### config.mk
export PLATFORM = sky130hd
export DESIGN_NAME = acp_top
export DESIGN_NICKNAME = d
export VERILOG_FILES = /design/src/acp_pkg.sv /design/src/acp_clk_if.sv /design/src/acp_clk_div.sv /design/src/acp_top.sv
export SDC_FILE = /design/constraint.sdc
export NUM_CORES = 1
export LEC_CHECK = 0
export ABC_AREA = 1
export BUFFER_PORTS_ARGS = -buffer_cell sky130_fd_sc_hd__buf_4
export CORE_MARGIN = 3
export CORE_UTILIZATION = 49
export DETAILED_ROUTE_END_ITERATION = 8
export GPL_ROUTABILITY_DRIVEN = 0
export GPL_TIMING_DRIVEN = 1
export PLACE_DENSITY_LB_ADDON = 0.1
export RECOVER_POWER = 100
export SETUP_SLACK_MARGIN = 0.02
export SLEW_MARGIN = 30
export SYNTH_ARGS = -nofsm -noshare
export SYNTH_HDL_FRONTEND = slang
export SYNTH_HIERARCHICAL = 1
export SYNTH_SLANG_ARGS = --single-unit
### constraint.sdc
create_clock -name ref_clk -period 1.3 [get_ports ref_clk]
set_input_delay 0.195 -clock ref_clk [delete_from_list [all_inputs] [get_ports ref_clk]]
set_output_delay 0.195 -clock ref_clk [all_outputs]
set_load 0.03 [all_outputs]
### src/acp_pkg.sv
// Package with register map, field layout, field codes and channel count
//
// Behaviour
// RULE_01: The compare-low register holds the low byte of a 12/10-bit compare value or the whole 8-bit value.
// RULE_02: With compare enabled, each finished conversion compares the stored low byte to result bits 7:0.
// RULE_03: Configuration bit 7 selects high speed (0) or low power (1), the latter lowering the top clock rate.
// RULE_04: Configuration bits 6:5 choose the conversion clock divide: 1, 2, 4 or 8.
// RULE_05: The conversion clock is the selected source divided by the selected ratio.
// RULE_06: Configuration bit 4 selects short (0) or long (1) sample time.
// RULE_07: Configuration bits 3:2 select 8-bit (00), 12-bit (01) or 10-bit (10) resolution; 11 is reserved.
// RULE_08: Configuration bits 1:0 select bus clock, bus clock halved, alternate clock or internal clock.
// RULE_09: Pin-release register one bit n releases channel n pin for channels 0 to 7.
// RULE_10: Pin-release register two releases channels 8 to 15, bit 0 being channel 8.
// RULE_11: Pin-release register three releases channels 16 to 23, bit 0 being channel 16.
// RULE_12: A released pin has its output tristated, input buffer and pullup off, and port reads zero.
// RULE_13: A write to configuration or either compare register aborts a conversion in progress.
// RULE_14: After reset the conversion clock source is the bus clock.
// RULE_15: All six registers are 8-bit read/write, clear at reset, and read back the last value written.
package acp_pkg;
   localparam int ACP_AW = 3;
   localparam logic [2:0] ACP_OFS_CVL = 3'h0;
   localparam logic [2:0] ACP_OFS_CVH = 3'h1;
   localparam logic [2:0] ACP_OFS_CFG = 3'h2;
   localparam logic [2:0] ACP_OFS_PR0 = 3'h3;
   localparam logic [2:0] ACP_OFS_PR1 = 3'h4;
   localparam logic [2:0] ACP_OFS_PR2 = 3'h5;
   localparam logic [7:0] ACP_RST_REG = 8'h00;
   localparam int ACP_BIT_LPC = 7;
   localparam int ACP_BIT_DIV_HI = 6;
   localparam int ACP_BIT_DIV_LO = 5;
   localparam int ACP_BIT_LSMP = 4;
   localparam int ACP_BIT_MODE_HI = 3;
   localparam int ACP_BIT_MODE_LO = 2;
   localparam int ACP_BIT_SRC_HI = 1;
   localparam int ACP_BIT_SRC_LO = 0;
   localparam logic [1:0] ACP_MODE_8 = 2'h0;
   localparam logic [1:0] ACP_MODE_12 = 2'h1;
   localparam logic [1:0] ACP_MODE_10 = 2'h2;
   localparam logic [1:0] ACP_SRC_BUS = 2'h0;
   localparam logic [1:0] ACP_SRC_BUS2 = 2'h1;
   localparam logic [1:0] ACP_SRC_ALT = 2'h2;
   localparam logic [1:0] ACP_SRC_ASYNC = 2'h3;
   localparam int ACP_CH = 24;
endpackage

### src/acp_clk_if.sv
// Interface carrying the clock-select settings and the divided tick
`timescale 1ns/1ns
`default_nettype none
interface acp_clk_if;
   logic [1:0] src;
   logic [1:0] div;
   logic alt_tick;
   logic async_tick;
   logic tick;
   modport ctl (output src, output div, output alt_tick, output async_tick,
      input tick);
   modport gen (input src, input div, input alt_tick, input async_tick,
      output tick);
endinterface
`default_nettype wire

### src/acp_clk_div.sv
// Conversion clock source select and divider, as one-cycle enable pulses
`timescale 1ns/1ns
`default_nettype none
module acp_clk_div
   import acp_pkg::*;
(
   input wire logic ref_clk,
   input wire logic reset,
   acp_clk_if.gen cif
);
   typedef struct packed {
      logic half;
      logic [2:0] cnt;
      logic tick;
   } acp_div_st_t;
   acp_div_st_t st_r, st_nxt;
   logic src_tick;
   logic [2:0] lim;

   always_comb begin
      st_nxt = st_r;
      st_nxt.tick = 1'b0;
      st_nxt.half = ~st_r.half;
      // Source pulse chosen by the select field, see RULE_08
      case (cif.src)
         ACP_SRC_BUS: src_tick = 1'b1;
         ACP_SRC_BUS2: src_tick = st_r.half;
         ACP_SRC_ALT: src_tick = cif.alt_tick;
         default: src_tick = cif.async_tick;
      endcase
      // Divide ratio 1, 2, 4 or 8, see RULE_04 and RULE_05
      case (cif.div)
         2'h0: lim = 3'h0;
         2'h1: lim = 3'h1;
         2'h2: lim = 3'h3;
         default: lim = 3'h7;
      endcase
      if (src_tick) begin
         if (st_r.cnt >= lim) begin
            st_nxt.cnt = 3'h0;
            st_nxt.tick = 1'b1;
         end else begin
            st_nxt.cnt = st_r.cnt + 3'h1;
         end
      end
   end

   always_ff @(posedge ref_clk) begin
      if (reset) begin
         st_r <= '0;
      end else begin
         st_r <= st_nxt;
      end
   end

   assign cif.tick = st_r.tick;
endmodule
`default_nettype wire

### src/acp_top.sv
// Converter configuration, compare byte and pin release control
//
// Implementation choices: strobed register access and the placing of the registers.
`timescale 1ns/1ns
`default_nettype none
module acp_top
   import acp_pkg::*;
#(
   parameter int CH = ACP_CH
)
(
   input wire logic ref_clk,
   input wire logic reset,
   input wire logic [2:0] addr,
   input wire logic [7:0] wdata,
   input wire logic wr,
   input wire logic rd,
   output logic [7:0] rdata,
   input wire logic alternate_clock,
   input wire logic internal_async_clock,
   input wire logic compare_enable,
   input wire logic conv_done,
   input wire logic [7:0] conv_result_low,
   output logic compare_low_match,
   output logic conversion_abort,
   output logic conversion_clock,
   output logic low_power_select,
   output logic long_sample_select,
   output logic [1:0] resolution_mode,
   input wire logic [CH-1:0] port_out,
   input wire logic [CH-1:0] port_dir,
   input wire logic [CH-1:0] port_pullup,
   input wire logic [CH-1:0] pin_in,
   output logic [CH-1:0] pin_out,
   output logic [CH-1:0] pin_oe_n,
   output logic [CH-1:0] pin_pullup,
   output logic [CH-1:0] port_read
);
   typedef struct packed {
      logic [7:0] cvl;
      logic [7:0] cvh;
      logic [7:0] cfg;
      logic [CH-1:0] rel;
      logic [7:0] rdata;
      logic match;
      logic abort;
      logic tick;
      logic [CH-1:0] pout;
      logic [CH-1:0] poe_n;
      logic [CH-1:0] ppu;
      logic [CH-1:0] prd;
   } acp_st_t;
   acp_st_t st_r, st_nxt;
   acp_clk_if cif ();

   acp_clk_div u_div (
      .ref_clk(ref_clk),
      .reset(reset),
      .cif(cif)
   );

   assign cif.src = st_r.cfg[ACP_BIT_SRC_HI:ACP_BIT_SRC_LO];
   assign cif.div = st_r.cfg[ACP_BIT_DIV_HI:ACP_BIT_DIV_LO];
   assign cif.alt_tick = alternate_clock;
   assign cif.async_tick = internal_async_clock;

   always_comb begin
      st_nxt = st_r;
      st_nxt.rdata = 8'h00;
      st_nxt.abort = 1'b0;
      st_nxt.tick = cif.tick;
      // Register writes, see RULE_15
      if (wr) begin
         if (addr == ACP_OFS_CVL) begin
            st_nxt.cvl = wdata;
            st_nxt.abort = 1'b1;
         end else if (addr == ACP_OFS_CVH) begin
            st_nxt.cvh = wdata;
            st_nxt.abort = 1'b1;
         end else if (addr == ACP_OFS_CFG) begin
            // see RULE_03, see RULE_06, see RULE_07
            st_nxt.cfg = wdata;
            st_nxt.abort = 1'b1;
         end else if (addr == ACP_OFS_PR0) begin
            st_nxt.rel[7:0] = wdata; // see RULE_09
         end else if (addr == ACP_OFS_PR1) begin
            st_nxt.rel[15:8] = wdata; // see RULE_10
         end else if (addr == ACP_OFS_PR2) begin
            st_nxt.rel[23:16] = wdata; // see RULE_11
         end
      end
      // A write to configuration or either compare register aborts any running conversion, see RULE_13
      // Reads answer in the next cycle; unmapped reads return zero
      if (rd) begin
         if (addr == ACP_OFS_CVL) begin
            st_nxt.rdata = st_r.cvl;
         end else if (addr == ACP_OFS_CVH) begin
            st_nxt.rdata = st_r.cvh;
         end else if (addr == ACP_OFS_CFG) begin
            st_nxt.rdata = st_r.cfg;
         end else if (addr == ACP_OFS_PR0) begin
            st_nxt.rdata = st_r.rel[7:0];
         end else if (addr == ACP_OFS_PR1) begin
            st_nxt.rdata = st_r.rel[15:8];
         end else if (addr == ACP_OFS_PR2) begin
            st_nxt.rdata = st_r.rel[23:16];
         end
      end
      // A finishing conversion outranks a clearing write in one cycle
      if (st_nxt.abort) begin
         st_nxt.match = 1'b0; // see RULE_13
      end
      // Low-byte compare in every resolution, see RULE_01 and RULE_02
      if (conv_done) begin
         st_nxt.match = compare_enable && (conv_result_low == st_r.cvl);
      end
      // Released pins float, lose pullup and read zero, see RULE_12
      for (int i = 0; i < CH; i++) begin
         st_nxt.pout[i] = st_r.rel[i] ? 1'b0 : port_out[i];
         st_nxt.poe_n[i] = st_r.rel[i] ? 1'b1 : ~port_dir[i];
         st_nxt.ppu[i] = st_r.rel[i] ? 1'b0 : port_pullup[i];
         st_nxt.prd[i] = st_r.rel[i] ? 1'b0 : pin_in[i];
      end
   end

   always_ff @(posedge ref_clk) begin
      if (reset) begin
         st_r <= '0; // see RULE_14, see RULE_15
         st_r.poe_n <= '1;
      end else begin
         st_r <= st_nxt;
      end
   end

   assign rdata = st_r.rdata;
   assign compare_low_match = st_r.match;
   assign conversion_abort = st_r.abort;
   assign conversion_clock = st_r.tick;
   assign low_power_select = st_r.cfg[ACP_BIT_LPC];
   assign long_sample_select = st_r.cfg[ACP_BIT_LSMP];
   assign resolution_mode = st_r.cfg[ACP_BIT_MODE_HI:ACP_BIT_MODE_LO];
   assign pin_out = st_r.pout;
   assign pin_oe_n = st_r.poe_n;
   assign pin_pullup = st_r.ppu;
   assign port_read = st_r.prd;
endmodule
`default_nettype wire

### Yosys cells after proc, flatten, opt, wreduce, memory -nomap -nowiden

Cells that the tools add are included.
Widths: inputs -> output; s select.

* output and inout bits: 111
* bits in registers: 160
* logic and storage cells: 206
* input bits: 123

* eq/ne operators: 10
* $lt $le $gt $ge: 1
* mux-type cells: 16
* bitwise gates (word level): 32
* reduce and logical (&&, ||, !) cells: 37
* add/subtract/negate cells: 1

Operators by type and width (number)
* $reduce_or 2->1: 26
* $mux 8: 6
* $not 1->1: 32
* $pmux 3 s3: 1
* $eq 8x8->1: 1
* $mux 1: 7
* $reduce_and 7->1: 1
* $eq 3x2->1 const B: 2
* $eq 3x3->1 const B: 2
* $reduce_and 6->1: 1
* $reduce_and 5->1: 1
* $eq 2x1->1 const B: 2
* $eq 2x2->1 const B: 2
* $logic_not 2->1: 2
* $reduce_and 4->1: 1
* $add 3x1->3 const B: 1
* $eq 3x1->1 const B: 1
* $ge 3x3->1: 1
* $logic_not 3->1: 1
* $mux 3: 1
* $pmux 1 s3: 1
* $reduce_and 3->1: 1
* $reduce_and 2->1: 1
* $reduce_bool 2->1: 1
* $logic_and 1x1->1: 1

### Logic depth before layout (Yosys ltp)

Gate-level depths: netlist of run 1.

* depth after elaboration: 7
* depth in mapped cells: 9

### Cells and area by module

Netlist of run 1, hierarchy kept.

By module, submodules not included
* acp_top: area each 6095.8 sq um, instances 1, seq. area each 3103.0 sq um, cells each 782
* acp_clk_div: area each 350.3 sq um, instances 1, seq. area each 100.1 sq um, cells each 51

### Worst setup path before layout of run 1

OpenSTA, ideal clock, no wires.

* kind: register to register
* start point: register st_r, in the netlist cif.div[1]
* end point: register u_div/st_r[1] (netlist name)
* cell stages (with the launch flop): 8
* data arrival time: 1177 ps
* buffers on the path: 0
* setup slack: 60 ps
* cell sequence: dfxtp_1 -> or2_1 -> ha_1 -> nand3_1 -> nand3_2 -> nand2_2 -> nand2_2 -> nor2_1

* longest elaborated chain between the ends: 4
* elaborated cells on any way between the ends: 6
* those cells by class: order compare: 1; eq/ne: 2; mux: 2; reduce/logical: 1

RTL lines
* from (decl): line acp_top.sv:53 `acp_st_t st_r, st_nxt;`
* from (signal assigned): line acp_top.sv:131 `st_r <= st_nxt;`
* $eq 2x2->1 (tied with other cells): line acp_clk_div.sv:32 `case (cif.div)`
* $pmux 3 s3 *: line acp_clk_div.sv:32
* $ge 3x3->1 *: line acp_clk_div.sv:39 `if (st_r.cnt >= lim) begin`
* $mux 3 *: line acp_clk_div.sv:39
* to (signal assigned): line acp_clk_div.sv:52 `st_r <= st_nxt;`
* to (decl): line acp_clk_div.sv:16 `acp_div_st_t st_r, st_nxt;`

Every way passes the cells marked *; elsewhere a longest branch is shown, timed or not.
A chain may end at the register's enable or synchronous reset.

### Worst setup path after layout of run 1

* start point: register st_r, in the netlist cif.div[1]
* end point: register u_div/st_r[3] (netlist name)

The elaborated chain is that of the path after synthesis.

==> run_results.csv, run 1 <==
group,metric,value,unit
outcome,status,"complete, no violations",
logic_synthesis,synth_fp_nets,960,
setup_path,cp_cell_sequence,"or2_1 -> ha_1 -> nand3_2 -> nand3_2 -> nand2_2 -> nand2_2 -> nor2_1",
clock_tree,cts.sinks,160,
pwr,power,11.7,mW
global_routing,grt_pass1_wl,26900,um
detailed_routing,wire_per_inst,13.5,um
clock_tree,clkTransAtPathRegs,60,ps
logic_synthesis,yosys.area_share.xor_xnor,0.408,%
setup_path,critPathLaunch,"cif.div[1]",
layout,syn_to_final_growth,37.8,%
detailed_routing,ant_nets,0,
layout,final_cell_mix,"nor2_1, dfxtp_1, inv_1, buf_4, nand2_1",
timing,min_period,1260,ps
floorplanning,dieArea,0.0146,mm2
detailed_routing,wl_met3,1040,um
pwr,ir_worst_vdd,0.668,mV
setup_path,slowest_stage,"dfxtp_2",
setup_path,cp_max_fo,4,
setup_path,crit_end,"u_div/st_r[3]",
timing,slew_viol_final,0,
logic_synthesis,syn_inst,833,
floorplanning,fp.dieW,121,um
logic_synthesis,synth_compound_area_share,5.71,%
floorplanning,ios,234,
pwr,switching_share,24.8,%
pwr,power_switching,2.91,mW
pwr,p_per_area,1320,mW/mm2
clock_tree,cts_root_buffer,"clkbuf_16",
logic_synthesis,synth.avg_cell_area,7.74,um2
setup_path,start_kind,"flop",
logic_synthesis,yosys-mux-area-fraction,0,%
detailed_routing,vias,5558,
logic_synthesis,yosysSeqAreaShare,49.7,%
logic_synthesis,yosys.area_share.adder,0.776,%
pwr,leakage,4.53,nW
detailed_routing,route.detailed.drc,0,
placed_design,io_buffers,233,
setup_path,critPathKind,"flop to flop",
floorplanning,std_cell_rows,41,
floorplanning,core-area,0.0127,mm2
setup_path,cp_num_cells,7,
clock_tree,htree_levels,4,
timing,fin_skew,17.2,ps
setup_path,crit_family,"simple AND/OR/NAND/NOR gates",
detailed_routing,avgViaCountPerCell,4.43,
timing,rsz0062_at_grt,"true",
floorplanning,die_h,121,um
timing,setup_violations,0,
clock_tree,clock_latency,420,ps
placed_design,dp_hpwl,11500,um
timing,finalCritPeriodShare,96.7,%
global_routing,track_usage,23.4,%
setup_path,cpPeakStageDelay,330,ps
flow_run,drv_cap,0,
detailed_routing,highest_layer,"met4",
setup_path,endpoint_kind,"flop",
detailed_routing,drtIter0Drc,332,
detailed_routing,dr.pass1.iters,5,
setup_path,r2r-start,"cif.div[1]",
layout,final_nets,1198,
global_routing,grt_max_degree,33,
setup_path,rrSetupSlack,40,ps
timing,layout_setup_ws,43.2,ps
detailed_routing,met2_length,8720,um
timing,max_freq,796,MHz
detailed_routing,wl,17000,um
pwr,comb_power_share,14.0,%
logic_synthesis,yosys_warnings,6,
timing,tightestPinTransition,517,ps
logic_synthesis,yosys.area_share.simple,21.9,%
logic_synthesis,synth_flop_cell,"dfxtp_1",
logic_synthesis,synth_seq_cells,160,
setup_path,cp.required,1620,ps
layout,diodes,0,
global_routing,grt_remaining_overflow,0,
setup_path,path_buf_inv,0,
clock_tree,clk_path_buf_depth,2,
layout,drive_gt1_share,27.1,%
setup_path,crit_arrival,1580,ps
setup_path,rr_worst_depth,7,
placed_design,dp_slack,-84.2,ps
global_routing,grt_pass1_vias,5461,
setup_path,worstReg2RegEnd,"u_div/st_r[3]",
clock_tree,cts-buffers-inserted,17,
logic_synthesis,synth_edf_count,0,
logic_synthesis,synth_top_family_by_area,"simple AND/OR/NAND/NOR gates",
pwr,seqPwrFrac,44.5,%
timing,maxSlewHeadroom,65.4,%
pwr,clkPwrFrac,41.5,%
logic_synthesis,synthArstFlopShare,0,%
logic_synthesis,synth_area,0.00645,mm2
global_routing,antenna_found_initial,0,
clock_tree,cts_tree,"done",
detailed_routing,drt-met1-wl,7050,um
timing,fin_setup_tns,0,ps
pwr,p_int,8.82,mW
logic_synthesis,yosysUniqueCellTypes,26,
timing,hold_viol,0,
layout,final_common_cell,"nor2_1",
hold_path,hold_class,"input port to flop",
floorplanning,initial_core_util,50.7,%
-- cell usage after synthesis (2+ instances only) --
master    count  area share (%)
inv_1       128             7.5
xor2_1        2            0.27
nand2_1     113             6.6
nand3_1      24             1.9
buf_4       106              12
nor2_4        6             1.0
buf_6         3            0.52
buf_2         4            0.31
o21ai_0      39             3.0
nand2_2       8            0.78
nand4_1       9            0.87
clkbuf_1      9            0.52
o21ai_1       3            0.23
ha_1          4            0.78
inv_2         5            0.29
nor2_2        2            0.19
nand3_2       2            0.31
dfxtp_1     160              50
a21oi_1      28             2.2
nor2_1      172              10
-- state kept, by name, indices dropped and copies added, names as in the netlist --
name	count
cif.div	2
cif.src	2
compare_low_match	1
conversion_abort	1
conversion_clock	1
long_sample_select	1
low_power_select	1
pin_oe_n	24
pin_out	24
pin_pullup	24
port_read	24
rdata	8
resolution_mode	2
st_r	40
u_div/cif.tick	1
u_div/st_r	4
-- per-layer routing --
layer | track usage [%] | vias up
met1 | 27.2 | 2496
met5 | 0 | -
met4 | 5.67 | 0
li1 | - | 2871
met3 | 6.41 | 18
met2 | 42.6 | 173
-- metrics by stage --
stage / utilization, % / hold WS (ps) / cell area, um2 / std cells
3_3_place_gp: 60.2 / 359 / 7650 / 1128
3_5_place_dp: 60.2 / 364 / 7650 / 1128
5_1_grt: 69.8 / 1.35 / 8880 / 1255
2_1_floorplan: - / 262 / 6450 / 833
6_report: 69.8 / 15.3 / 8880 / 1255
4_1_cts: 72.3 / 3.45 / 9200 / 1255
-- worst min-delay path by stage --
stage	start	to	slack, ps	cells after the start
5_1_grt	pin_in[9]	port_read[9]	1	3
3_5_place_dp	port_dir[6]	pin_oe_n[6]	360	2
6_report	pin_in[9]	port_read[9]	20	3
3_3_place_gp	port_dir[15]	pin_oe_n[15]	360	2
2_1_floorplan	reset	u_div/st_r[4]	260	1
4_1_cts	pin_in[9]	port_read[9]	3	3
-- cell families (layout without fill, tap and decap cells) --
kind of cell	count (synthesis)	in the layout
fa+ha+maj	4	4
flops	160	160
simple gates	338	338
xor+xnor	3	3
buf+inv	256	506
compound gates	72	72
-- power groups by stage --
stage / Sequential [mW] / Clock [mW] / Combinational (mW)
final: 5.22 / 4.86 / 1.65
after floorplan: 5.31 / 0 / 1.02
after global placement: 5.32 / 0 / 1.50
after detailed placement: 5.33 / 0 / 1.51
after CTS: 5.22 / 4.92 / 1.75
after global routing: 5.24 / 5.14 / 1.79
-- final cells by class --
class | instances | area (um2)
well taps | 172 | 215
repair buffers | 341 | 2550
clock buffers | 22 | 474
inverters | 134 | 503
fillers | 1079 | 3840
multi-input cells | 417 | 1830
clock inverters | 9 | 109
flip-flops and latches | 160 | 3210
-- tightest hold or removal path, stage by stage --
cell and delay [ps]:
buf_4 80, inv_1 40, nor2_1 80
-- what timing repair did --
| action | in CTS | in global routing |
|---|---|---|
| endpoints found under the hold margin | 95 | 0 |
| hold buffers | 95 | 0 |
| pin swaps | 3 | 2 |
| resized for setup | 2 | 2 |
| buffers inserted | 1 | 0 |
| setup endpoints to repair | 3 | 3 |
(Power assumes the default switching activity.)
==> run 2, diff against run 1 <==
MAX_ROUTING_LAYER = met4   (was default)
PLACE_DENSITY = 0.84   (was default)
PLACE_DENSITY_LB_ADDON = default   (was 0.1)
==> run 2 against run 1 <==
Effect of this change: worst hold slack lost 14 ps; largest cell class unchanged; critical path depth did not move; count of clock-buffer cells in the layout fell by 3; final cell count decreased by 0.40%; design area increased by 0.15%.
==> run_results.csv, run 2 (synthesis results as in run 1) <==
group,metric,value,unit
outcome,status,"complete, no violations",
timing,layout_setup_ws,26.5,ps
global_routing,grt_max_degree,25,
floorplanning,die_h,121,um
global_routing,grt_pass1_wl,29000,um
clock_tree,htree_levels,4,
timing,rsz0062_at_grt,"true",
pwr,leakage,4.54,nW
layout,largest_register_ffs,40,
global_routing,track_usage,26.3,%
layout,syn_to_final_growth,38.0,%
setup_path,start_kind,"flop",
pwr,p_per_area,1410,mW/mm2
setup_path,cpPeakStageDelay,330,ps
clock_tree,clk_path_buf_depth,2,
detailed_routing,ant_nets,0,
layout,final_cell_mix,"nor2_1, dfxtp_1, buf_4, inv_1, nand2_1",
clock_tree,cts-buffers-inserted,17,
timing,max_freq,785,MHz
setup_path,cp_max_fo,3,
floorplanning,initial_core_util,50.7,%
flow_run,drv_cap,0,
clock_tree,cts_root_buffer,"clkbuf_16",
layout,num-fill-cells,954,
detailed_routing,vias,5920,
floorplanning,std_cell_rows,41,
detailed_routing,wire_per_inst,15.3,um
timing,finalCritPeriodShare,98.0,%
clock_tree,clkTransAtPathRegs,60,ps
layout,multi_input_area,0.00185,mm2
timing,fin_skew,7.16,ps
setup_path,crit_family,"simple AND/OR/NAND/NOR gates",
placed_design,dp_slack,-84.2,ps
setup_path,cp.required,1650,ps
detailed_routing,drtIter0Drc,520,
global_routing,grt_remaining_overflow,0,
setup_path,endpoint_kind,"flop",
detailed_routing,dr.pass1.iters,7,
setup_path,rr_worst_depth,7,
detailed_routing,wl,19200,um
layout,regMostFlops,"st_r",
layout,post-route-util,69.9,%
placed_design,dp_hpwl,12000,um
setup_path,cp_num_cells,7,
hold_path,hold_class,"input port to flop",
timing,tightestPinTransition,552,ps
detailed_routing,route.detailed.drc,0,
placed_design,io_buffers,233,
floorplanning,fp.dieW,121,um
floorplanning,core-area,0.0127,mm2
pwr,power,12.6,mW
timing,holdWs,1.43,ps
pwr,ir_worst_vdd,0.755,mV
setup_path,cp_cell_sequence,"or2_1 -> ha_1 -> nand3_2 -> nand3_2 -> nand2_2 -> nand2_2 -> nor2_1",
timing,min_period,1270,ps
detailed_routing,avgViaCountPerCell,4.74,
timing,setup_violations,0,
layout,drive_gt1_share,28.0,%
clock_tree,cts_tree,"done",
setup_path,critPathKind,"flop to flop",
layout,final_nets,1191,
global_routing,grt_pass1_vias,5714,
setup_path,path_buf_inv,0,
setup_path,slowest_stage,"dfxtp_2",
floorplanning,ios,234,
floorplanning,dieArea,0.0146,mm2
timing,fin_setup_tns,0,ps
clock_tree,clock_latency,420,ps
timing,slew_viol_final,0,
hold_path,min_delay_path_depth,3,
setup_path,crit_arrival,1620,ps
layout,final_common_cell,"nor2_1",
clock_tree,cts.sinks,160,
timing,hold_viol,0,
global_routing,antenna_found_initial,0,
layout,final-seq-area,0.00321,mm2
timing,maxSlewHeadroom,63.0,%
[run 2: cell count changes in the layout (fill, tap and decap cells not counted), sizes merged]
cell	change
dlygate4sd3	-9
clkbuf	-3
bufbuf	-1
bufinv	+4
inv	+2
diode	+1
clkinv	-2
buf	+3
[run 2: per-stage QoR]
| step | instance area (um2) | instances |
|---|---|---|
| detailed placement | 7620 | 1129 |
| CTS | 9190 | 1249 |
| global placement | 7620 | 1129 |
| finish | 8900 | 1250 |
| global route | 8890 | 1249 |
| floorplan | 6450 | 833 |
[run 2: timing repair]
item,CTS,global route
setup endpoints to repair,4,4
pin swaps,8,6
hold endpoints to repair,86,0
setup buffers,2,0
gates resized for setup,4,2
hold buffers,86,0
cloned,0,0
[run 2: worst reg2reg max path, cell delays in order (launching register included)]
cell and delay (ps):
dfxtp_2 330, or2_1 220, ha_1 290, nand3_2 70, nand3_2 60, nand2_2 80, nand2_2 70, nor2_1 90
[run 2: path summary, 6_finish.rpt]
check,startpoint,endpoint,slack [ps]
worst max-delay path,cif.div[0],u_div/st_r[3],30
worst min-delay path,pin_in[1],port_read[1],1
worst max register to register,cif.div[0],u_div/st_r[3],30
worst min register to register,u_div/cif.tick,conversion_clock,410
[run 2: power by group]
part / leakage, nW / switching, mW / total [mW] / internal [mW]
Clock: 0.328 / 2.02 / 5.68 / 3.67
Sequential: 1.32 / 0.0997 / 5.23 / 5.13
Combinational: 2.89 / 0.971 / 1.66 / 0.691
Total: 4.54 / 3.09 / 12.6 / 9.49
[run 2: layout make-up]
| cell class | instances | share of cell area [%] |
|---|---|---|
| Clock inverter | 13 | 2.62 |
| Multi-Input combinational cell | 417 | 20.8 |
| Inverter | 134 | 5.68 |
| Clock buffer | 19 | 4.98 |
| Antenna cell | 1 | 0.0281 |
| Timing Repair Buffer | 334 | 27.5 |
| Tap cell | 172 | 2.42 |
| Sequential cell | 160 | 36.0 |
[run 2: routing by layer]
layer	wire, um	track usage (%)	share of wire, %	vias to the layer above
met4	609	11.5	3.2	0
met5	0	-	0	-
met3	1630	5.94	8.5	60
met2	9980	46.9	52	348
met1	6940	28.0	36	2656
li1	-	-	-	2856
